**src/shared/adc_seq_pkg.sv**
```systemverilog
// Purpose: constants, register map and carrier types of the burst/trigger scan sequencer
// Assumes: 250 MHz system clock, 16-bit register data, byte addresses as printed
// Notes:   all times are held in microseconds and counted with one microsecond tick
package adc_seq_pkg;

	// clock and time base
	localparam int CLK_PERIOD_NS = 4;
	localparam int US_NS         = 1000;
	localparam int US_CYCLES     = (US_NS + CLK_PERIOD_NS - 1) / CLK_PERIOD_NS;
	localparam logic [7:0] US_LAST = 8'(US_CYCLES - 1);

	// sequencer times in microseconds
	localparam logic [15:0] BURST_SPACING_US = 16'd15;
	localparam logic [2:0]  CONV_US          = 3'd5;
	localparam logic [4:0]  GROUP_IRQ_US     = 5'd20;
	localparam logic [4:0]  EXT_IRQ_US       = 5'd5;

	// register offsets (byte addresses)
	localparam logic [7:0] OFS_CONTROL  = 8'h00;
	localparam logic [7:0] OFS_RANGE    = 8'h06;
	localparam logic [7:0] OFS_NEW_LO   = 8'h08;
	localparam logic [7:0] OFS_NEW_HI   = 8'h0a;
	localparam logic [7:0] OFS_MISS_LO  = 8'h0c;
	localparam logic [7:0] OFS_MISS_HI  = 8'h0e;
	localparam logic [7:0] OFS_START    = 8'h10;
	localparam logic [7:0] OFS_INTERVAL = 8'h12;
	localparam logic [7:0] OFS_MBOX_LO  = 8'h40;
	localparam logic [7:0] OFS_MBOX_HI  = 8'h7e;

	// control register fields
	localparam int CTL_TRIG_OUT = 2;
	localparam int CTL_INSEL    = 3;
	localparam int CTL_MODE     = 8;
	localparam int CTL_TIMER_EN = 11;
	localparam int CTL_IRQ      = 12;
	localparam logic [2:0] INSEL_DIFF = 3'h0;

	// range register fields
	localparam int RNG_START = 0;
	localparam int RNG_END   = 8;

	// reset values
	localparam logic [15:0] CONTROL_RST  = 16'h0000;
	localparam logic [15:0] RANGE_RST    = 16'h0000;
	localparam logic [15:0] INTERVAL_RST = 16'h0000;

	typedef enum logic [2:0] {
		MODE_OFF          = 3'h0,
		MODE_UNI_CONT     = 3'h1,
		MODE_UNI_SINGLE   = 3'h2,
		MODE_BURST_CONT   = 3'h3,
		MODE_BURST_SINGLE = 3'h4,
		MODE_EXT_ONLY     = 3'h5
	} scan_mode_t;

	typedef enum logic [1:0] {
		IRQ_NONE    = 2'h0,
		IRQ_CHANNEL = 2'h1,
		IRQ_GROUP   = 2'h2
	} irq_sel_t;

	typedef enum logic [3:0] {
		ST_IDLE  = 4'b0001,
		ST_BURST = 4'b0010,
		ST_GAP   = 4'b0100,
		ST_EXT   = 4'b1000
	} seq_state_t;

	// register port request
	typedef struct packed {
		logic [7:0]  addr;
		logic [15:0] wdata;
		logic        wr;
		logic        rd;
	} reg_req_t;

	// converter command
	typedef struct packed {
		logic       convert;
		logic [4:0] chan;
	} adc_cmd_t;

endpackage

```
**src/core/adc_scan_sequencer.sv**
```systemverilog
// Purpose: burst and trigger-driven scan sequencer with per-channel mailbox
// Assumes: inputs synchronous to I_CLK; converter result valid 5 us after a convert pulse
// Notes:   mailbox and flags live in flip-flops; all times counted on a 1 us tick
//
// Summary of operation
// [RULE1] differential burst continuous alternates mailbox halves per pass
// [RULE2] per-channel interrupt every conversion in burst
// [RULE3] group interrupt 20 us after last start
// [RULE4] host avoids per-channel interrupts in burst modes
// [RULE5] burst single: one ascending pass, 15 us
// [RULE6] burst single differential fills lower half only
// [RULE7] burst starts on trigger or start bit
// [RULE8] trigger-only: one conversion per falling edge
// [RULE9] trigger-only spacing comes from trigger edges only
// [RULE10] host clears timer and trigger direction first
// [RULE11] host waits 5 us before first trigger
// [RULE12] trigger stores previous result, starts next
// [RULE13] first trigger writes nothing; extra trigger flushes
// [RULE14] start bit only arms trigger-only mode
// [RULE15] per-channel interrupt 5 us after trigger
// [RULE16] group interrupt 5 us after flushing trigger
// [RULE17] trigger-only differential alternates mailbox halves
// [RULE18] burst master drives trigger line as output
// [RULE19] scan mode zero stops scanning
// [RULE20] interval timer spaces burst continuous passes
// [RULE21] new-data and missed-data flags per slot
// [RULE22] channel counter reloads start after end
`timescale 1ns/10ps
`default_nettype none

module adc_scan_sequencer
	import adc_seq_pkg::*;
(
	// clock and reset
	input  wire logic     I_CLK,
	input  wire logic     I_RESETN,
	// register port
	input  wire reg_req_t I_REG,
	output logic [15:0]   O_RDATA,
	// converter
	input  wire logic [15:0] I_ADC_DATA,
	output adc_cmd_t      O_ADC,
	// shared trigger line
	input  wire logic     I_SYNC_STROBE_N,
	output logic          O_SYNC_STROBE_N,
	output logic          O_SYNC_STROBE_OE,
	// interrupt request pulse
	output logic          O_IRQ
);

	typedef struct packed {
		seq_state_t        state;
		logic [15:0]       ctrl;
		logic [15:0]       range;
		logic [15:0]       interval;
		logic [7:0]        us_cnt;
		logic [15:0]       step_cnt;
		logic [4:0]        chan;
		logic              half;
		logic              first;
		logic [15:0]       hold;
		logic              conv_busy;
		logic [2:0]        conv_cnt;
		logic [4:0]        conv_slot;
		logic [4:0]        prev_slot;
		logic              prev_last;
		logic              irq_pend;
		logic [4:0]        irq_cnt;
		logic [4:0]        irq_due;
		logic [31:0]       new_flags;
		logic [31:0]       miss_flags;
		logic [31:0][15:0] mbox;
		logic              trig_prev;
		logic [15:0]       rdata;
		adc_cmd_t          adc;
		logic              strobe_n;
		logic              strobe_oe;
		logic              irq;
	} state_t;

	state_t q;
	state_t d;

	// mailbox slot of a channel: differential uses the half bit as slot msb
	function automatic logic [4:0] slot_of(input logic [4:0] ch, input logic hf, input logic df);
		slot_of = df ? {hf, ch[3:0]} : ch;
	endfunction

	always_comb begin
		scan_mode_t  mode;
		irq_sel_t    irq_sel;
		logic        diff;
		logic        burst;
		logic        tick;
		logic        trig_in;
		logic        start_req;
		logic [4:0]  start_ch;
		logic [4:0]  end_ch;
		logic        launch;
		logic [4:0]  launch_ch;
		logic        launch_hf;
		logic        mb_we;
		logic [4:0]  mb_slot;
		logic [15:0] mb_data;
		logic        arm_irq;
		logic [4:0]  arm_due;
		logic        in_mbox;
		logic [4:0]  rd_slot;

		d = q;
		mode      = scan_mode_t'(q.ctrl[CTL_MODE +: 3]);
		irq_sel   = irq_sel_t'(q.ctrl[CTL_IRQ +: 2]);
		diff      = (q.ctrl[CTL_INSEL +: 3] == INSEL_DIFF);
		burst     = (mode == MODE_BURST_CONT) || (mode == MODE_BURST_SINGLE);
		tick      = (q.us_cnt == US_LAST);
		start_ch  = q.range[RNG_START +: 5];
		end_ch    = q.range[RNG_END +: 5];
		start_req = I_REG.wr && (I_REG.addr == OFS_START) && I_REG.wdata[0];
		// trigger edge counts only while the pin is an input
		trig_in   = !q.ctrl[CTL_TRIG_OUT] && q.trig_prev && !I_SYNC_STROBE_N; // [RULE8]
		launch    = 1'b0;
		launch_ch = q.chan;
		launch_hf = q.half;
		mb_we     = 1'b0;
		mb_slot   = q.conv_slot;
		mb_data   = q.hold;
		arm_irq   = 1'b0;
		arm_due   = EXT_IRQ_US;
		in_mbox   = (I_REG.addr >= OFS_MBOX_LO) && (I_REG.addr <= OFS_MBOX_HI) && !I_REG.addr[0];
		rd_slot   = I_REG.addr[5:1];

		// pulses default low, microsecond prescaler restarted at each burst launch
		d.adc.convert = 1'b0;
		d.irq         = 1'b0;
		d.trig_prev   = I_SYNC_STROBE_N;
		d.us_cnt      = tick ? 8'h00 : 8'(q.us_cnt + 8'h01);
		if (tick) begin
			d.step_cnt = 16'(q.step_cnt + 16'h0001);
			d.strobe_n = 1'b1; // strobe pulse ends at the next tick
		end

		// register writes
		if (I_REG.wr) begin
			unique case (I_REG.addr)
				OFS_CONTROL:  d.ctrl = I_REG.wdata;
				OFS_RANGE:    d.range = I_REG.wdata;
				OFS_INTERVAL: d.interval = I_REG.wdata;
				default:      ;
			endcase
		end

		// register reads, answered one cycle later
		d.rdata = 16'h0000;
		if (I_REG.rd) begin
			if (in_mbox) begin
				d.rdata = q.mbox[rd_slot];
				d.new_flags[rd_slot] = 1'b0; // reading consumes the new-data mark
			end else begin
				unique case (I_REG.addr)
					OFS_CONTROL:  d.rdata = q.ctrl;
					OFS_RANGE:    d.rdata = q.range;
					OFS_NEW_LO:   d.rdata = q.new_flags[15:0];
					OFS_NEW_HI:   d.rdata = q.new_flags[31:16];
					OFS_MISS_LO: begin
						d.rdata = q.miss_flags[15:0];
						d.miss_flags[15:0] = 16'h0000;
					end
					OFS_MISS_HI: begin
						d.rdata = q.miss_flags[31:16];
						d.miss_flags[31:16] = 16'h0000;
					end
					OFS_START:    d.rdata = {15'h0000, q.state != ST_IDLE};
					OFS_INTERVAL: d.rdata = q.interval;
					default:      d.rdata = 16'h0000;
				endcase
			end
		end

		// conversion in flight: result is taken 5 us after the convert pulse in burst modes, 4 to 5 us after it in trigger-only mode
		if (q.conv_busy && tick) begin
			d.conv_cnt = 3'(q.conv_cnt + 3'h1);
			if (q.conv_cnt == CONV_US - 3'h1) begin
				d.conv_busy = 1'b0;
				d.hold      = I_ADC_DATA;
				if (q.state != ST_EXT) begin
					// burst modes store the result straight away
					mb_we   = 1'b1;
					mb_slot = q.conv_slot;
					mb_data = I_ADC_DATA;
					if (irq_sel == IRQ_CHANNEL)
						d.irq = 1'b1; // one per conversion, so every 15 us within a pass [RULE2]
				end
			end
		end

		// scan sequencer
		unique case (q.state)
			ST_IDLE: begin
				if (burst && (start_req || trig_in)) begin
					// first pass always lands in the lower half [RULE6]
					d.half    = 1'b0;
					launch    = 1'b1;
					launch_ch = start_ch;
					launch_hf = 1'b0;
					d.chan    = start_ch;
					d.state   = ST_BURST; // [RULE7]
				end else if ((mode == MODE_EXT_ONLY) && start_req) begin
					// start bit only arms, no conversion here
					d.state = ST_EXT; // [RULE14]
					d.first = 1'b1;
					d.chan  = start_ch;
					d.half  = 1'b0;
				end
			end
			ST_BURST: begin
				if (!burst) begin
					d.state = ST_IDLE; // [RULE19]
				end else if (tick && (q.step_cnt == BURST_SPACING_US - 16'h0001)) begin
					if (q.chan == end_ch) begin
						d.chan = start_ch; // [RULE22]
						if (mode == MODE_BURST_CONT) begin
							d.half     = q.half ^ diff; // [RULE1]
							d.state    = ST_GAP;
							d.step_cnt = 16'h0000;
						end else begin
							d.state = ST_IDLE; // single pass done [RULE5]
						end
					end else begin
						// ascending order, fixed 15 us spacing [RULE5]
						d.chan    = 5'(q.chan + 5'h01);
						launch    = 1'b1;
						launch_ch = 5'(q.chan + 5'h01);
					end
				end
			end
			ST_GAP: begin
				if (mode != MODE_BURST_CONT) begin
					d.state = ST_IDLE; // [RULE19]
				end else if (!q.ctrl[CTL_TIMER_EN] || (q.step_cnt >= q.interval)) begin
					// pass-to-pass delay from the interval register [RULE20]
					launch  = 1'b1;
					d.state = ST_BURST;
				end
			end
			ST_EXT: begin
				if (mode != MODE_EXT_ONLY) begin
					d.state = ST_IDLE; // [RULE19]
				end else if (trig_in) begin
					// spacing set purely by trigger edges [RULE9]
					if (!q.first) begin
						// store the previous result as the new one starts [RULE12]
						mb_we   = 1'b1;
						mb_slot = q.prev_slot;
						mb_data = q.hold;
						if (irq_sel == IRQ_CHANNEL)
							arm_irq = 1'b1; // [RULE15]
						if ((irq_sel == IRQ_GROUP) && q.prev_last)
							arm_irq = 1'b1; // [RULE16]
					end
					d.first     = 1'b0; // nothing written on the first edge [RULE13]
					launch      = 1'b1;
					d.prev_slot = slot_of(q.chan, q.half, diff);
					d.prev_last = (q.chan == end_ch);
					if (q.chan == end_ch) begin
						d.chan = start_ch; // [RULE22]
						d.half = q.half ^ diff; // [RULE17]
					end else begin
						d.chan = 5'(q.chan + 5'h01); // [RULE8]
					end
				end
			end
			default: d.state = ST_IDLE;
		endcase

		// start of one conversion
		if (launch) begin
			d.adc.convert = 1'b1;
			d.adc.chan    = launch_ch;
			d.conv_busy   = 1'b1;
			d.conv_cnt    = 3'h0;
			d.conv_slot   = slot_of(launch_ch, launch_hf, diff);
			if (q.state != ST_EXT) begin
				d.step_cnt = 16'h0000;
				// restart the prescaler so 15 us spacing and 20 us delay are whole ticks [RULE5]
				d.us_cnt   = 8'h00;
				// burst master pulses the shared line for its followers
				d.strobe_n = !q.ctrl[CTL_TRIG_OUT]; // [RULE18]
				if ((irq_sel == IRQ_GROUP) && (launch_ch == end_ch)) begin
					arm_irq = 1'b1; // [RULE3]
					arm_due = GROUP_IRQ_US;
				end
			end
		end

		// delayed interrupt timer; a new arm restarts it
		if (q.irq_pend && tick) begin
			d.irq_cnt = 5'(q.irq_cnt + 5'h01);
			if (q.irq_cnt == q.irq_due - 5'h01) begin
				d.irq      = 1'b1;
				d.irq_pend = 1'b0;
			end
		end
		if (arm_irq) begin
			d.irq_pend = 1'b1;
			d.irq_cnt  = 5'h00;
			d.irq_due  = arm_due;
		end

		// mailbox write after the read clears, so a write in the same cycle wins
		if (mb_we) begin
			d.mbox[mb_slot]       = mb_data;
			d.miss_flags[mb_slot] = q.new_flags[mb_slot] | d.miss_flags[mb_slot]; // [RULE21]
			d.new_flags[mb_slot]  = 1'b1; // [RULE21]
		end

		// line is driven only when programmed as output
		d.strobe_oe = q.ctrl[CTL_TRIG_OUT]; // [RULE18]
		if (!q.ctrl[CTL_TRIG_OUT])
			d.strobe_n = 1'b1;
	end

	// single state register
	always_ff @(posedge I_CLK or negedge I_RESETN) begin
		if (!I_RESETN) begin
			q            <= '0;
			q.state      <= ST_IDLE;
			q.ctrl       <= CONTROL_RST;
			q.range      <= RANGE_RST;
			q.interval   <= INTERVAL_RST;
			q.trig_prev  <= 1'b1;
			q.strobe_n   <= 1'b1;
		end else begin
			q <= d;
		end
	end

	assign O_RDATA          = q.rdata;
	assign O_ADC            = q.adc;
	assign O_SYNC_STROBE_N  = q.strobe_n;
	assign O_SYNC_STROBE_OE = q.strobe_oe;
	assign O_IRQ            = q.irq;

endmodule

`default_nettype wire

```
**config.mk**
```make
export PLATFORM = sky130hd
export DESIGN_NAME = adc_scan_sequencer
export DESIGN_NICKNAME = d
export VERILOG_FILES = /design/src/shared/adc_seq_pkg.sv /design/src/core/adc_scan_sequencer.sv
export SDC_FILE = /design/constraint.sdc
export NUM_CORES = 1
export LEC_CHECK = 0
export ABC_AREA = 1
export ABC_CLOCK_PERIOD_IN_PS = 2800
export BUFFER_PORTS_ARGS = -buffer_cell sky130_fd_sc_hd__buf_4
export CAP_MARGIN = 10
export CORE_UTILIZATION = 40
export DETAILED_ROUTE_END_ITERATION = 12
export GPL_TIMING_DRIVEN = 1
export PLACE_DENSITY = 0.56
export SYNTH_ARGS = -nofsm -noshare
export SYNTH_HDL_FRONTEND = slang
export SYNTH_SLANG_ARGS = --single-unit
```
**constraint.sdc**
```tcl
create_clock -name I_CLK -period 2.8 [get_ports I_CLK]
set_input_delay 0.28 -clock I_CLK [delete_from_list [all_inputs] [get_ports I_CLK]]
set_output_delay 0.28 -clock I_CLK [all_outputs]
set_load 0.01 [all_outputs]
```
==> results.txt <==
----------------------------------------------------
[Worst setup path]
  Standard cell with the maximum stage delay on the critical path ... sky130_fd_sc_hd__dfstp_2
  Crit path capture type ... register
  Worst path top cell family by delay ... simple AND/OR/NAND/NOR gates
  Arrival time at the worst endpoint ... 3.15 ns
  Critical Path Start ... q[25]
  Critical Path Fanout Max ... 32
  R2r worst-path depth ... 13
  Sort of element at the start of the critical path ... register
  Most used cell, CP ... sky130_fd_sc_hd__inv_2
  Delay of the slowest critical-path stage ... 0.51 ns
  Flop2flop setup slack ... 0.14 ns
  Number of logic stages on the critical path including buffering ... 13
  Critical Setup Path Class ... reg -> reg
  Required time of the critical path ... 3.29 ns
  Startpoint of the lowest-slack register-to-register path ... q[25]
  Cells along the critical path ... inv_1 > nor3_4 > nand3_4 > or2_1 > o21ai_4 > inv_2 > nor2_2 > inv_2 > nor2_2 > inv_2 > buf_12 > nand2_1 > o21ai_0
  Worst Path Buf+Inv ... 5

[Global route]
  Pin count of the biggest net entering global routing ... 80
  Total grt overflow ... 0
  Via count of the first global-routing pass ... 28495
  Number of antenna violations at the first check in global routing ... 2
  Total routing usage reported by global routing ... 0.2793
  First-pass GRT wire length ... 181600 um

[CTS]
  H-tree level count ... 3
  Clock tree root buffer cell ... sky130_fd_sc_hd__clkbuf_16
  CTS tree ... built
  Clock tree sinks ... 721
  Total CTS buffers ... 83
  Latest clock arrival within the worst-skew pair ... 0.64 ns
  Clock buffer depth ... 3
  Worst-path clk slew ... 0.06 ns

[Synth]
  Post-Syn Area per Cell ... 8.434 um2
  Top cell types by occurrence after synthesis ... sky130_fd_sc_hd__nand2_1 (925), sky130_fd_sc_hd__dfrtp_1 (718), sky130_fd_sc_hd__o21ai_0 (356)
  Dominant register cell in the synthesized netlist ... sky130_fd_sc_hd__dfrtp_1
  Number of library cell types mapped by synthesis ... 51
  Post-Synthesis Net Count ... 4032
  Share of the yosys chip area belonging to registers ... 0.5401
  Cell type with the highest aggregate area in the netlist ... sky130_fd_sc_hd__dfrtp_1
  Number of enable flip-flop cells after synthesis ... 0
  Number of instances in the synthesized netlist ... 3962
  Share of the synthesized area in the top cell type ... 0.5377
  Total standard cell area after synthesis ... 33410 um2
  Number of register bits inferred by synthesis ... 721
  Most instantiated library cell after synthesis ... sky130_fd_sc_hd__nand2_1
  Top area cells in the synthesized netlist ... sky130_fd_sc_hd__dfrtp_1 (54%), sky130_fd_sc_hd__nand2_1 (10%), sky130_fd_sc_hd__o21ai_0 (5.3%), sky130_fd_sc_hd__o21ai_1 (5.0%), sky130_fd_sc_hd__nor2_1 (3.6%)
  Post-synthesis async set-or-reset flop share ... 1.000
  Syn. warnings ... 0

[Timing]
  Hold violation total from the final report ... 0
  Clock skew after layout ... 0.03093 ns
  Post-route minimum period ... 2.655 ns
  Finish-stage setup viols ... 0
  Rel. slew slack ... 0.4300
  Hold slack final ... 0.03174 ns
  Setup Total Neg Slack ... 0 ns
  Final Cycle Share ... 0.9484
  Max Slew Vio Count ... 0
  Transition time of the tightest slew-check pin ... 0.8477 ns
  Maximum frequency from static timing analysis ... 376.6 MHz
  RSZ-0062 raised after global routing ... yes

[Status]
  Result of the run ... finished, final reports clean

[Drt]
  Number of vias per cell after detailed routing ... 5.539
  Iteration-0 DRC Markers ... 2733
  Post-route DRC violation count ... 0
  Count of nets left with antenna violations after detail routing ... 0
  Average wire per standard cell ... 22.38 um
  Router iterations before antenna repair ... 6
  Routed vias ... 29217
  Total wire length after detailed routing ... 118000 um

[Pwr]
  IR drop worst, VDD ... 444.2 uV
  PwrDens ... 620.9 nW/um2
  Leakage power total ... 0.01961 uW

[Floorplanning]
  Core area ... 82370 um2
  Die Area ... 84700 um2
  Number of top-level design ports ... 70
  Die Wd ... 291.0 um
  Count of standard-cell rows ... 105
  Starting Density ... 0.4057
  Die height ... 291.0 um

[Cells and area]
  # diodes ... 0
  Post-route core utilization ... 0.4910
  Area growth from synthesis to layout ... 21.05%
  Nets ... 4209
  Share of final-layout standard cells stronger than drive strength 1 ... 0.1460

[Placed design]
  Gpl congestion ... 1.010
  Buffers on Ports ... 69
  DP HPWL ... 79710 um

[Flow run]
  Number of violations of the max-capacitance limit ... 0

[Hold path]
  Hold path cells ... 3
  Min-Delay Path Class ... in -> reg
  Worst hold start ... I_REG[0]

----------------------------------------------------
==> worst paths after layout <==
kind	end
max	register
min	O_RDATA[7]
max reg2reg	register
min reg2reg	q[604]
max in group asynchronous	async pin
min in group asynchronous	q[660]
==> cell usage in the layout (no fill, tap or decap), types with 6 or more instances in the layout <==
| cell type | count |
|---|---|
| sky130_fd_sc_hd__nor2_1 | 309 |
| sky130_fd_sc_hd__ha_1 | 25 |
| sky130_fd_sc_hd__clkbuf_16 | 85 |
| sky130_fd_sc_hd__nor2_4 | 12 |
| sky130_fd_sc_hd__buf_4 | 263 |
| sky130_fd_sc_hd__a22o_1 | 11 |
| sky130_fd_sc_hd__buf_12 | 76 |
| sky130_fd_sc_hd__o21ai_0 | 354 |
| sky130_fd_sc_hd__a221oi_1 | 24 |
| sky130_fd_sc_hd__dlygate4sd3_1 | 34 |
| sky130_fd_sc_hd__o22ai_1 | 143 |
| sky130_fd_sc_hd__bufinv_16 | 7 |
| sky130_fd_sc_hd__inv_1 | 191 |
| sky130_fd_sc_hd__clkbuf_1 | 15 |
| sky130_fd_sc_hd__clkbuf_8 | 24 |
| sky130_fd_sc_hd__clkinv_2 | 14 |
| sky130_fd_sc_hd__nand2_1 | 918 |
| sky130_fd_sc_hd__nand2_2 | 7 |
| sky130_fd_sc_hd__nand2_4 | 8 |
| sky130_fd_sc_hd__o21ai_1 | 322 |
| sky130_fd_sc_hd__o221ai_1 | 24 |
| sky130_fd_sc_hd__o21ai_2 | 16 |
| sky130_fd_sc_hd__a21oi_1 | 22 |
| sky130_fd_sc_hd__o31ai_1 | 68 |
| sky130_fd_sc_hd__inv_2 | 50 |
| sky130_fd_sc_hd__nand3_1 | 140 |
| sky130_fd_sc_hd__dfrtp_1 | 718 |
| sky130_fd_sc_hd__nand3_2 | 6 |
| sky130_fd_sc_hd__nor2_2 | 14 |
| sky130_fd_sc_hd__xor2_1 | 14 |
| sky130_fd_sc_hd__nand4_1 | 37 |
| sky130_fd_sc_hd__nor3_1 | 177 |
| sky130_fd_sc_hd__a211oi_1 | 12 |
==> cell families after synthesis <==
kind of cell,Yosys count,share of synthesized area
xor+xnor,18,0.004718
simple gates,1642,0.2044
compound gates,1016,0.1726
mux,3,0.0009361
flops,721,0.5401
fa+ha+maj,25,0.009361
buf+inv,537,0.06796
==> worst register-to-register path, delay by kind of cell (launching register included) <==
kind                   cells  cell delay (ns)
and+or+nand+nor            6             1.23
buffers and inverters      5             0.54
DFF                        1             0.51
AOI/OAI and AO/OA          2             0.22
==> power breakdown <==
| part | internal (uW) | leakage (uW) | total, uW | switching, uW |
|---|---|---|---|---|
| logic | 1060 | 0.00836 | 3060 | 1990 |
| registers | 10600 | 0.00984 | 10800 | 170 |
| clock network | 6800 | 0.00141 | 11300 | 4490 |
==> cell type report <==
type	instances	area [um2]
clock buffer	123	2489
clock inverter	28	361.6
fill	7870	41930
inverter	247	937.1
multi-input combinational	2706	13340
sequential	721	18050
tap	1070	1339
timing repair buffer	380	3936
==> timing repair <==
item,in CTS,in global routing
setup endpoints to repair,31,542
buffers inserted,0,8
pin swaps,0,13
cloned,0,3
hold endpoints to repair,90,0
resized for setup,2,47
hold buffers,34,0
==> stage by stage <==
stage / worst slack [ns] / std cells / total power (uW) / instance area, um2
final: 0.1445 / 5275 / 25110 / 40450
after global routing: -0.01960 / 5275 / 26000 / 40450
after CTS: 0.02068 / 5264 / 25200 / 40170
after detailed placement: -0.2210 / 5079 / 13840 / 36980
after global placement: -0.2289 / 5079 / 13840 / 36980
after floorplan: 0.5661 / 3962 / 12400 / 33410
==> metal layers <==
metal,global-route usage,up-vias,wire length (um)
met5,0,-,10
met4,0.1080,2,4429
met3,0.03390,193,7113
met2,0.4295,999,52930
met1,0.4018,14310,53570
li1,-,13713,-
No activity file was read; power rests on OpenSTA's default activity.
